File: src/include/dce_regs.svh
/*
 * Constants of the debug command executor: command codes, line control
 * field positions, reset values and CRC figures.
 * Assumes it is included once per compilation unit by its bare name.
 */
// Notes on behaviour
// Command 0EH computes a 16-bit CCITT CRC over all program memory.
// The CRC accumulator starts at all ones.
// Each memory byte enters the CRC least significant bit first.
// The complemented CRC is sent, high byte then low byte.
// Outside debug mode the CRC command answers FFFFH.
// The CRC answer comes after about one clock per memory byte.
// Command 10H steps one instruction; ignored outside debug or protected.
// Command 11H takes an opcode; rest of instruction from memory.
// Command 12H takes a whole 1-5 byte instruction and executes it.
// Command 18H loads the following byte into line control.
// Command 19H returns the line control contents.
// Line control bit 4 enables ninth bit; bit 5 gives its value.
// Line control bit 1: 0 open-drain low only, 1 both levels.
// Line control bit 0 selects low or high drive strength.
// Line control bits 7:6 read zero, unwritable; all reset to zero.
// Command byte first, operands in order, replies after completion.
`ifndef DCE_REGS_SVH
`define DCE_REGS_SVH

// ==========================================================
// Command codes
`define DCE_CMD_CRC       8'h0e
`define DCE_CMD_STEP      8'h10
`define DCE_CMD_STUFF     8'h11
`define DCE_CMD_EXEC      8'h12
`define DCE_CMD_LC_WR     8'h18
`define DCE_CMD_LC_RD     8'h19

// ==========================================================
// Line control fields
`define DCE_LC_RESET      8'h00
`define DCE_LC_WMASK      8'h3f
`define DCE_LC_NB_VAL     5
`define DCE_LC_NB_EN      4
`define DCE_LC_FLOW       3
`define DCE_LC_DRV_HIGH   2
`define DCE_LC_PUSH_PULL  1
`define DCE_LC_HIGH_DRV   0

// ==========================================================
// CRC figures
`define DCE_CRC_INIT      16'hffff
`define DCE_CRC_POLY      16'h1021
`define DCE_CRC_NODEBUG   16'hffff

// ==========================================================
// Instruction limits
`define DCE_INSTR_MAX     3'h5
`define DCE_INSTR_MIN     3'h1

`endif

File: src/include/dce_pkg.sv
/*
 * Types of the debug command executor.
 * Assumes dce_regs.svh is available on the include path.
 */
package dce_pkg;

    // ==========================================================
    // Types
    typedef logic [7:0]  dce_byte_t;
    typedef logic [15:0] dce_crc_t;

    typedef enum logic [2:0] {
        DCE_IDLE,
        DCE_OPERAND,
        DCE_COLLECT,
        DCE_CRC_RUN,
        DCE_CRC_DRAIN,
        DCE_REPLY
    } dce_state_e;

endpackage : dce_pkg

File: src/core/dce_crc16.sv
/*
 * One byte step of the CCITT CRC, data taken least significant bit first.
 * Assumes the caller holds the accumulator and presents one byte per
 * enable.
 */
`timescale 1ns/1ps
`include "dce_regs.svh"

module dce_crc16 (
    input  wire dce_pkg::dce_crc_t  crc_in,
    input  wire dce_pkg::dce_byte_t data_in,
    output dce_pkg::dce_crc_t       crc_out
);
    import dce_pkg::*;

    // ==========================================================
    // Bitwise update
    always_comb begin
        logic [15:0] acc;
        logic        fb;
        acc = crc_in;
        fb  = 1'b0;
        // LSB enters first
        for (int i = 0; i < 8; i++) begin
            fb  = acc[15] ^ data_in[i];
            // CCITT polynomial step
            acc = {acc[14:0], 1'b0} ^ (fb ? `DCE_CRC_POLY : 16'h0000);
        end
        crc_out = acc;
    end

endmodule : dce_crc16

File: src/core/dce_executor.sv
/*
 * Command executor of the on-chip debugger. Takes command and operand
 * bytes from the debug line receiver, runs the program memory CRC,
 * step, stuff and execute commands, and holds the line control register.
 * Assumes the serial front end, program memory and CPU share ref_clk;
 * the memory answers one cycle after a read; the CPU reports the
 * length of an instruction from its first byte.
 */
`timescale 1ns/1ps
`include "dce_regs.svh"

module dce_executor #(
    parameter int PM_BYTES = 24576,
    parameter int PM_AW    = 16
) (
    input  wire logic               ref_clk,
    input  wire logic               rstn,
    input  wire logic               rx_valid,
    input  wire dce_pkg::dce_byte_t rx_byte,
    output logic                    tx_valid,
    output dce_pkg::dce_byte_t      tx_byte,
    input  wire logic               tx_ready,
    input  wire logic               tx_active,
    input  wire logic               tx_level,
    output logic                    debug_serial_pin_o,
    output logic                    debug_serial_pin_oe,
    output logic                    high_drive_select,
    output logic                    ninth_bit_enable,
    output logic                    ninth_bit_value,
    output logic                    tx_flow_ctrl,
    output logic                    tx_drive_high,
    input  wire logic               debug_mode,
    input  wire logic               read_protect,
    output logic                    pm_rd,
    output logic [PM_AW-1:0]        pm_addr,
    input  wire dce_pkg::dce_byte_t pm_data,
    output logic                    step_req,
    output logic                    stuff_req,
    output dce_pkg::dce_byte_t      stuff_opcode,
    output logic                    exec_req,
    output logic [39:0]             exec_instr,
    output logic [2:0]              exec_len,
    input  wire logic [2:0]         op_len,
    input  wire logic               cpu_busy
);
    import dce_pkg::*;

    localparam logic [PM_AW-1:0] PM_LAST = PM_AW'(PM_BYTES - 1);

    dce_state_e      state;
    dce_byte_t       cmd;
    dce_byte_t       line_ctrl;
    dce_crc_t        crc;
    dce_crc_t        next_crc;
    dce_crc_t        reply;
    logic            reply_two;
    logic            crc_data_vld;
    logic [2:0]      collect_cnt;
    logic [2:0]      collect_len;
    logic [39:0]     collect_buf;
    logic            allowed;

    // debug mode and no protection
    assign allowed = debug_mode & ~read_protect;

    // ==========================================================
    // Command sequencing
    // command byte then operands
    always_ff @(posedge ref_clk or negedge rstn) begin
        if (!rstn) begin
            state <= DCE_IDLE;
            cmd   <= 8'h00;
        end else begin
            unique case (state)
                DCE_IDLE: begin
                    if (rx_valid) begin
                        cmd <= rx_byte;
                        unique case (rx_byte)
                            `DCE_CMD_CRC: begin
                                // outside debug answer at once
                                if (debug_mode) begin
                                    state <= DCE_CRC_RUN;
                                end else begin
                                    state <= DCE_REPLY;
                                end
                            end
                            `DCE_CMD_STUFF,
                            `DCE_CMD_EXEC,
                            `DCE_CMD_LC_WR: begin
                                state <= DCE_OPERAND;
                            end
                            `DCE_CMD_LC_RD: begin
                                state <= DCE_REPLY;
                            end
                            default: begin
                                state <= DCE_IDLE;
                            end
                        endcase
                    end
                end
                DCE_OPERAND: begin
                    if (rx_valid) begin
                        if (cmd == `DCE_CMD_EXEC &&
                            op_len > `DCE_INSTR_MIN) begin
                            state <= DCE_COLLECT;
                        end else begin
                            state <= DCE_IDLE;
                        end
                    end
                end
                DCE_COLLECT: begin
                    // collect all instruction bytes
                    if (rx_valid && collect_cnt == collect_len) begin
                        state <= DCE_IDLE;
                    end
                end
                DCE_CRC_RUN: begin
                    if (pm_addr == PM_LAST) begin
                        state <= DCE_CRC_DRAIN;
                    end
                end
                DCE_CRC_DRAIN: begin
                    // reply after last byte
                    if (!crc_data_vld) begin
                        state <= DCE_REPLY;
                    end
                end
                DCE_REPLY: begin
                    if (tx_ready && !reply_two) begin
                        state <= DCE_IDLE;
                    end
                end
                default: begin
                    state <= DCE_IDLE;
                end
            endcase
        end
    end

    // ==========================================================
    // Program memory scan
    always_ff @(posedge ref_clk or negedge rstn) begin
        if (!rstn) begin
            pm_addr      <= '0;
            crc_data_vld <= 1'b0;
        end else begin
            crc_data_vld <= pm_rd;
            if (state == DCE_IDLE) begin
                pm_addr <= '0;
            end else if (pm_rd && pm_addr != PM_LAST) begin
                pm_addr <= pm_addr + 1'b1;
            end
        end
    end

    // one byte per clock
    assign pm_rd = (state == DCE_CRC_RUN);

    // ==========================================================
    // CRC accumulator
    dce_crc16 u_crc (
        .crc_in  (crc),
        .data_in (pm_data),
        .crc_out (next_crc)
    );

    always_ff @(posedge ref_clk or negedge rstn) begin
        if (!rstn) begin
            crc <= `DCE_CRC_INIT;
        end else if (state == DCE_IDLE) begin
            // preset to ones
            crc <= `DCE_CRC_INIT;
        end else if (crc_data_vld) begin
            // fold in memory byte
            crc <= next_crc;
        end
    end

    // ==========================================================
    // Reply bytes
    always_ff @(posedge ref_clk or negedge rstn) begin
        if (!rstn) begin
            reply     <= 16'h0000;
            reply_two <= 1'b0;
        end else if (state == DCE_IDLE && rx_valid) begin
            if (rx_byte == `DCE_CMD_CRC) begin
                // fixed answer outside debug
                reply     <= `DCE_CRC_NODEBUG;
                reply_two <= 1'b1;
            end else begin
                // line control readback
                reply     <= {line_ctrl, 8'h00};
                reply_two <= 1'b0;
            end
        end else if (state == DCE_CRC_DRAIN && !crc_data_vld) begin
            // complemented result
            reply     <= ~crc;
            reply_two <= 1'b1;
        end else if (state == DCE_REPLY && tx_ready) begin
            // high byte first
            reply     <= {reply[7:0], 8'h00};
            reply_two <= 1'b0;
        end
    end

    assign tx_valid = (state == DCE_REPLY);
    assign tx_byte  = reply[15:8];

    // ==========================================================
    // Instruction collection
    always_ff @(posedge ref_clk or negedge rstn) begin
        if (!rstn) begin
            collect_cnt <= 3'h0;
            collect_len <= 3'h0;
            collect_buf <= 40'h0;
        end else if (rx_valid) begin
            if (state == DCE_OPERAND) begin
                collect_buf <= {rx_byte, 32'h0};
                collect_cnt <= 3'h2;
                // length from opcode
                if (op_len > `DCE_INSTR_MAX) begin
                    collect_len <= `DCE_INSTR_MAX;
                end else begin
                    collect_len <= op_len;
                end
            end else if (state == DCE_COLLECT) begin
                collect_buf <= collect_buf |
                    (40'(rx_byte) << (6'(`DCE_INSTR_MAX - collect_cnt)
                                      * 6'h08));
                collect_cnt <= collect_cnt + 3'h1;
            end
        end
    end

    // ==========================================================
    // CPU requests
    always_ff @(posedge ref_clk or negedge rstn) begin
        if (!rstn) begin
            step_req     <= 1'b0;
            stuff_req    <= 1'b0;
            stuff_opcode <= 8'h00;
            exec_req     <= 1'b0;
            exec_instr   <= 40'h0;
            exec_len     <= 3'h0;
        end else begin
            step_req  <= 1'b0;
            stuff_req <= 1'b0;
            exec_req  <= 1'b0;
            // single step when allowed
            if (state == DCE_IDLE && rx_valid &&
                rx_byte == `DCE_CMD_STEP && allowed && !cpu_busy) begin
                step_req <= 1'b1;
            end
            // stuff first byte
            if (state == DCE_OPERAND && rx_valid &&
                cmd == `DCE_CMD_STUFF && allowed && !cpu_busy) begin
                stuff_req    <= 1'b1;
                stuff_opcode <= rx_byte;
            end
            // one byte instruction
            if (state == DCE_OPERAND && rx_valid &&
                cmd == `DCE_CMD_EXEC && op_len <= `DCE_INSTR_MIN &&
                allowed && !cpu_busy) begin
                exec_req   <= 1'b1;
                exec_instr <= {rx_byte, 32'h0};
                exec_len   <= `DCE_INSTR_MIN;
            end
            // multi byte instruction
            if (state == DCE_COLLECT && rx_valid &&
                collect_cnt == collect_len && allowed && !cpu_busy) begin
                exec_req   <= 1'b1;
                exec_instr <= collect_buf |
                    (40'(rx_byte) << (6'(`DCE_INSTR_MAX - collect_cnt)
                                      * 6'h08));
                exec_len   <= collect_len;
            end
        end
    end

    // ==========================================================
    // Line control register
    always_ff @(posedge ref_clk or negedge rstn) begin
        if (!rstn) begin
            // reset to zero
            line_ctrl <= `DCE_LC_RESET;
        end else if (state == DCE_OPERAND && rx_valid &&
                     cmd == `DCE_CMD_LC_WR) begin
            // load data byte
            // top bits stay zero
            line_ctrl <= rx_byte & `DCE_LC_WMASK;
        end
    end

    // ninth bit controls
    assign ninth_bit_enable  = line_ctrl[`DCE_LC_NB_EN];
    assign ninth_bit_value   = line_ctrl[`DCE_LC_NB_EN] &
                               line_ctrl[`DCE_LC_NB_VAL];
    // drive strength
    assign high_drive_select = line_ctrl[`DCE_LC_HIGH_DRV];
    assign tx_flow_ctrl      = line_ctrl[`DCE_LC_FLOW];
    assign tx_drive_high     = line_ctrl[`DCE_LC_DRV_HIGH];

    // ==========================================================
    // Debug pin driver
    // open drain or push pull
    assign debug_serial_pin_o  = tx_level;
    assign debug_serial_pin_oe = tx_active &
                                 (line_ctrl[`DCE_LC_PUSH_PULL] | ~tx_level);

endmodule : dce_executor

File: config.mk
export PLATFORM = sky130hd
export DESIGN_NAME = dce_executor
export DESIGN_NICKNAME = d
export VERILOG_FILES = /design/src/include/dce_pkg.sv /design/src/core/dce_crc16.sv /design/src/core/dce_executor.sv
export VERILOG_INCLUDE_DIRS = /design/src /design/src/include
export SDC_FILE = /design/constraint.sdc
export NUM_CORES = 1
export LEC_CHECK = 0
export ABC_AREA = 0
export BUFFER_PORTS_ARGS = -buffer_cell sky130_fd_sc_hd__buf_2
export CAP_MARGIN = 20
export CORE_ASPECT_RATIO = 1.5
export CORE_MARGIN = 10
export CORE_UTILIZATION = 53
export CTS_BUF_LIST = sky130_fd_sc_hd__clkbuf_8
export CTS_CLUSTER_SIZE = 10
export DETAILED_ROUTE_END_ITERATION = 7
export PLACE_DENSITY = 0.78
export SYNTH_ARGS = -nofsm -noshare
export SYNTH_HDL_FRONTEND = slang
export SYNTH_SLANG_ARGS = --single-unit
File: constraint.sdc
create_clock -name ref_clk -period 1.8 [get_ports ref_clk]
set_clock_uncertainty 0.05 [all_clocks]
set_input_delay 0.18 -clock ref_clk [delete_from_list [all_inputs] [get_ports ref_clk]]
set_output_delay 0.18 -clock ref_clk [all_outputs]
set_load 0.05 [all_outputs]
# Yosys cells after proc, flatten, opt, wreduce, memory -nomap -nowiden
# Cells that the tools add are included.
# totals
regBits,167
output_inout_bits,87
wordCells,151
input_bits,28
# op_classes
mux,43
eq_ne,23
add_sub_neg,3
shifts,1
bitwise_logic,24
n_reduce_logical,37
magnitude_cmp,3
# op_table
operator,n
$mux 40,4
$mux 16,8
$xor 16x16->16,8
$mux 13,8
$eq 8x5->1 const B,8
$or 40x40->40,1
$shl 8x6->40,1
$mux 3,12
$logic_and 1x1->1,23
$pmux 3 s6,1
$add 16x1->16 const B,1
$eq 16x15->1 const B,1
$ne 16x15->1 const B,1
$not 16->16,1
$pmux 3 s3,1
$eq 8x4->1 const B,1
$mux 1,8
$ne 2x2->1 const B,4
$reduce_bool 2->1,4
$xor 1x1->1,8
$eq 3x2->1 const B,2
$eq 3x3->1 const B,2
$reduce_and 2->1,3
$reduce_and 6->1,1
16 further kinds,22

# Logic depth before layout (Yosys ltp)
# depth
word_depth,26
depth_mapped,9
depth_no_buf,6

# Modules after synthesis
# A second synthesis with hierarchy kept.
# hier_totals
cells_unflattened,780
area_unflattened_um2,8310.5
# by_module_without_submodules
mod,n_inst,seq_area_each_um2,cells_each,area_each_um2
dce_executor,1,4199.0,755,7922.6
dce_crc16,1,0.0,25,387.9

# Worst setup path before layout
# Ideal clock, no wire load.
# synth_timing
kind,reg2reg
startpoint,reg pm_addr[0]
endpoint,reg state[1]
required_time_ns,1.625
arrival_time_ns,2.066
path_slack_ns,-0.441
synth_period_minus_slack_ns,2.241
setup_time_ns,0.125
path_buffers,0
stages_incl_launch_ff,7
cell_sequence,dfrtp_1 > ha_1 > nand2_1 > nor3_4 > a21oi_2 > a2111o_1 > mux2_2
# synth_via
elab_chain_cells,3
# synth_lines
item,line_no,rtl
start: declaration,dce_executor.sv:35,"output logic [PM_AW-1:0] pm_addr,"
start signal: assignment,dce_executor.sv:151,pm_addr <= pm_addr + 1'b1;
$eq 16x15->1,dce_executor.sv:118,if (pm_addr == PM_LAST) begin
$ne 2x1->1 (no line),--,
$reduce_and 6->1 (no line),--,
end signal: assignment,dce_executor.sv:114,state <= DCE_IDLE;
end signal: assignment,dce_executor.sv:119,state <= DCE_CRC_DRAIN;
end signal: assignment,dce_executor.sv:125,state <= DCE_REPLY;
end: declaration,dce_executor.sv:50,dce_state_e state;
# No other way between the ends.
# A chain may end at the register's enable or synchronous reset.

# Worst setup path in the final report
# layout_timing
startpoint,reg cmd[5]
endpoint,reg stuff_opcode[6]
# layout_via
elab_chain_cells,4
# layout_lines
item,line_no,rtl
start: declaration,dce_executor.sv:51,dce_byte_t cmd;
start signal: assignment,dce_executor.sv:77,cmd <= rx_byte;
$eq 8x5->1 (no line),--,
$logic_and 1x1->1 (no line),--,
$logic_and 1x1->1 (2 in a row),dce_executor.sv:255,if (state == DCE_OPERAND && rx_valid &&
end signal: assignment,dce_executor.sv:258,stuff_opcode <= rx_byte;
end: declaration,dce_executor.sv:39,"output dce_pkg::dce_byte_t stuff_opcode,"
# No other way between the ends.

==> run metrics <==
Die W=117.8 µm; Min-Delay Path Depth=4; die area=19630 µm²; Reg power frac=0.423; area added between synthesis and finish=27.77%; Post-synth top flop=dfrtp_1; # setup viols final=68; quantity of I/O buffers inserted on ports=114; Clk pwr share=0.268; final hold vios=0; Placer Congestion=0.8493; total of max-cap violations=0; DP Wirelength=between 10000 and 15000 µm; Num CTS Buffers=17; internal power=6652 µW; via count=6165; Synth top area share=0.4971; Final period util=1.109; post-synthesis sequential element count=167; Slew headroom=0.6830; DRC Markers=0; clk_lat worst skew=0.45 ns; CTS tree=done; GRT Residual Overflow=0; share of cells above drive strength 1=0.3674; post-synthesis async set-or-reset flop share=1.000; Reg clk slew, reported paths=0.09 ns; Distinct cells, synth=62; pre-CTS WS=-0.1999 ns; DR iter-0 viols=419; Ports=115; CTS max path bufs=2; TritonCTS Sinks=167; root buffer cell=clkbuf_8; status=finished with violations; Post-Route WL=20020 µm; nets=937; Post-Syn Area=roughly 7600 µm²; DR WL/cell=17.99 µm; Ys Warns=0; antenna violations before repair=0; first-pass GRT wire length=32010 µm; area of the multi-input gates=about 3300 µm²; ranking of synthesized cells by area=dfrtp_1, dfstp_2, a21oi_1; RSZ-0062 raised after global routing=yes; vias per cell=5.539; Min-Delay Path Class=primary input to flop; leading area contributor after synthesis=dfrtp_1; Least-Margin Pin Slew=approximately 0.47 ns; maximum clock rate=501.1 MHz; non-filler instance count after layout=1113; worst-path fanout max=5; failing checks=negative setup slack; Initial Utilization=0.5407; Worst setup EP type=flop; height of the die=166.7 µm; worst setup path class=flop to flop; Layout Utilization=0.6908; Cells after DPL=1055; Max Slew Vio Count=0; CTS H-Tree Depth=4; syn avg cell area=10.33 µm²; switching part of the total=0.3478; largest net degree at the start of global routing=48; Worst Path Arrival=2.28 ns; Tmin final=1.995 ns; PD cells=1050 nW/µm²; GR Util All Layers=0.1963; final setup margin=-0.1954 ns; sequential fraction of the synthesis area=0.5524; FF-to-FF path depth=5; number of global-route vias before repair=6231; Max VDD drop=around 0.9 mV; num rows=53; leakage=about 0.0047 µW; critical path required time=~2.1 ns; EDFF count, synth=0; Core ar.=14060 µm²; Logic pwr share=0.309; Mapped Cells=roughly 740; Pre-Repair DR Iteration Count=7; antenna-violating nets left=0; register area=roughly 4200 µm²; fillcell total=1078; Net Switching=3548 µW; startpoint class of the critical path=flop; Synthesized Nets=roughly 770
-- cell usage after synthesis, types with 2 or more instances --
library cell and n:
a221oi_1 6, mux2i_1 13, nor3b_1 3, a211oi_1 3
o2111ai_1 3, xor2_1 16, and3_1 12, buf_2 12
nand4_1 2, nor2b_1 5, inv_1 10, nor3b_2 4
nand3b_1 2, nor3_1 4, nor3_4 2, nand2b_1 4
xnor2_1 22, and2_1 4, o211ai_1 8, a221o_1 8
a22o_1 9, a21oi_1 72, mux2_2 24, and2_0 8
dfstp_2 16, ha_1 2, nor2_1 74, buf_4 9
nand4b_1 2, a31oi_1 10, nand3_1 13, o21ai_0 45
nand2_1 91, clkbuf_1 38, a21o_1 3, dfrtp_1 151
-- timing repair --
action	in CTS	in global routing
buffers inserted	6	11
pin swaps	11	20
gates cloned	2	1
hold buffers	5	0
endpoints found under the setup margin	72	80
gates resized for setup	29	63
endpoints found under the hold margin	90	0
-- path summary, 6_finish.rpt --
kind                               start               to  slack [ns]
max                               cmd[5]  stuff_opcode[6]       -0.20
min                           debug_mode         state[1]        0.09
max reg2reg                       cmd[5]  stuff_opcode[6]       -0.20
min reg2reg                exec_instr[4]    exec_instr[4]        0.43
max in group asynchronous           rstn          crc[13]        0.86
min in group asynchronous           rstn    exec_instr[7]        0.17
-- area by class of cell --
class | count | area share
clock buffers | 17 | 0.02409
flip-flops and latches | 167 | 0.4339
diodes | 1 | 0.0002577
multi-input cells | 500 | 0.3428
repair buffers | 211 | 0.1527
well taps | 192 | 0.02474
clock inverters | 15 | 0.01713
inverters | 10 | 0.004380
-- power groups by stage --
stage	clock [µW]	sequential, µW	combinational (µW)
after detailed placement	0	4380	2670
after floorplan	0	4330	1830
after global placement	0	4360	2630
after global routing	2960	4350	3390
final	2730	4310	3150
after CTS	2770	4310	2780
-- sequential cells by signal (all words and copies together) (netlist names), 6 cells and up --
name,flops
collect_buf,40
exec_instr,40
crc,16
pm_addr,16
reply,16
cmd,8
stuff_opcode,8
line_ctrl,6
-- routing by layer --
| layer | up-vias | global-route usage | part of all wire |
|---|---|---|---|
| li1 | 2889 | - | - |
| met1 | 3048 | 0.2263 | 0.40 |
| met2 | 192 | 0.3437 | 0.52 |
| met3 | 36 | 0.04907 | 0.059 |
| met4 | 0 | 0.07228 | 0.023 |
| met5 | - | 0 | 0 |
-- cells in the final DEF, fill, tap and decap left out, types with 6 or more instances in the layout --
| cell | n |
|---|---|
| dfrtp_1 | 139 |
| buf_2 | 111 |
| nand2_1 | 89 |
| nor2_1 | 73 |
| a21oi_1 | 72 |
| buf_4 | 72 |
| o21ai_0 | 26 |
| xnor2_1 | 22 |
| mux2_2 | 22 |
| o21ai_1 | 19 |
| clkbuf_8 | 17 |
| xor2_1 | 16 |
| dfstp_2 | 16 |
| buf_6 | 13 |
| nand3_1 | 12 |
| mux2i_1 | 12 |
| dfrtp_2 | 12 |
| and2_1 | 10 |
| a22o_1 | 9 |
| o211ai_1 | 8 |
| a221o_1 | 8 |
| inv_1 | 7 |
| and3_1 | 7 |
| a31oi_1 | 6 |
| buf_12 | 6 |
-- worst max-delay path: stages (launching register included) --
cell	delay [ns]
dfrtp_1	0.38
or4b_4	0.59
nor4_4	0.24
buf_6	0.17
nand4b_4	0.15
mux2_2	0.31
-- kinds of logic (layout without fill, tap and decap cells) --
kind of cell | Yosys count | in the layout | share of synthesized area
compound gates | 178 | 179 | 0.1440
buf+inv | 71 | 253 | 0.04247
fa+ha+maj | 2 | 2 | 0.003292
simple gates | 243 | 244 | 0.1613
flops | 167 | 167 | 0.5524
mux | 37 | 37 | 0.05267
xor+xnor | 38 | 38 | 0.04378
other cells | 0 | 1 | 0
-- through the flow --
stage | total power (µW) | cell area [µm²] | TNS (ns) | hold slack, ns
6_report | 10200 | 9712 | -5.767 | 0.09177
4_1_cts | 9861 | 9383 | -6.283 | 0.05583
2_1_floorplan | 6154 | 7647 | -1.857 | -0.1656
3_3_place_gp | 6989 | 8795 | -7.086 | 0.09383
5_1_grt | 10700 | 9709 | -10.90 | 0.09025
3_5_place_dp | 7043 | 8795 | -8.175 | 0.09657
(Power assumes the default switching activity.)
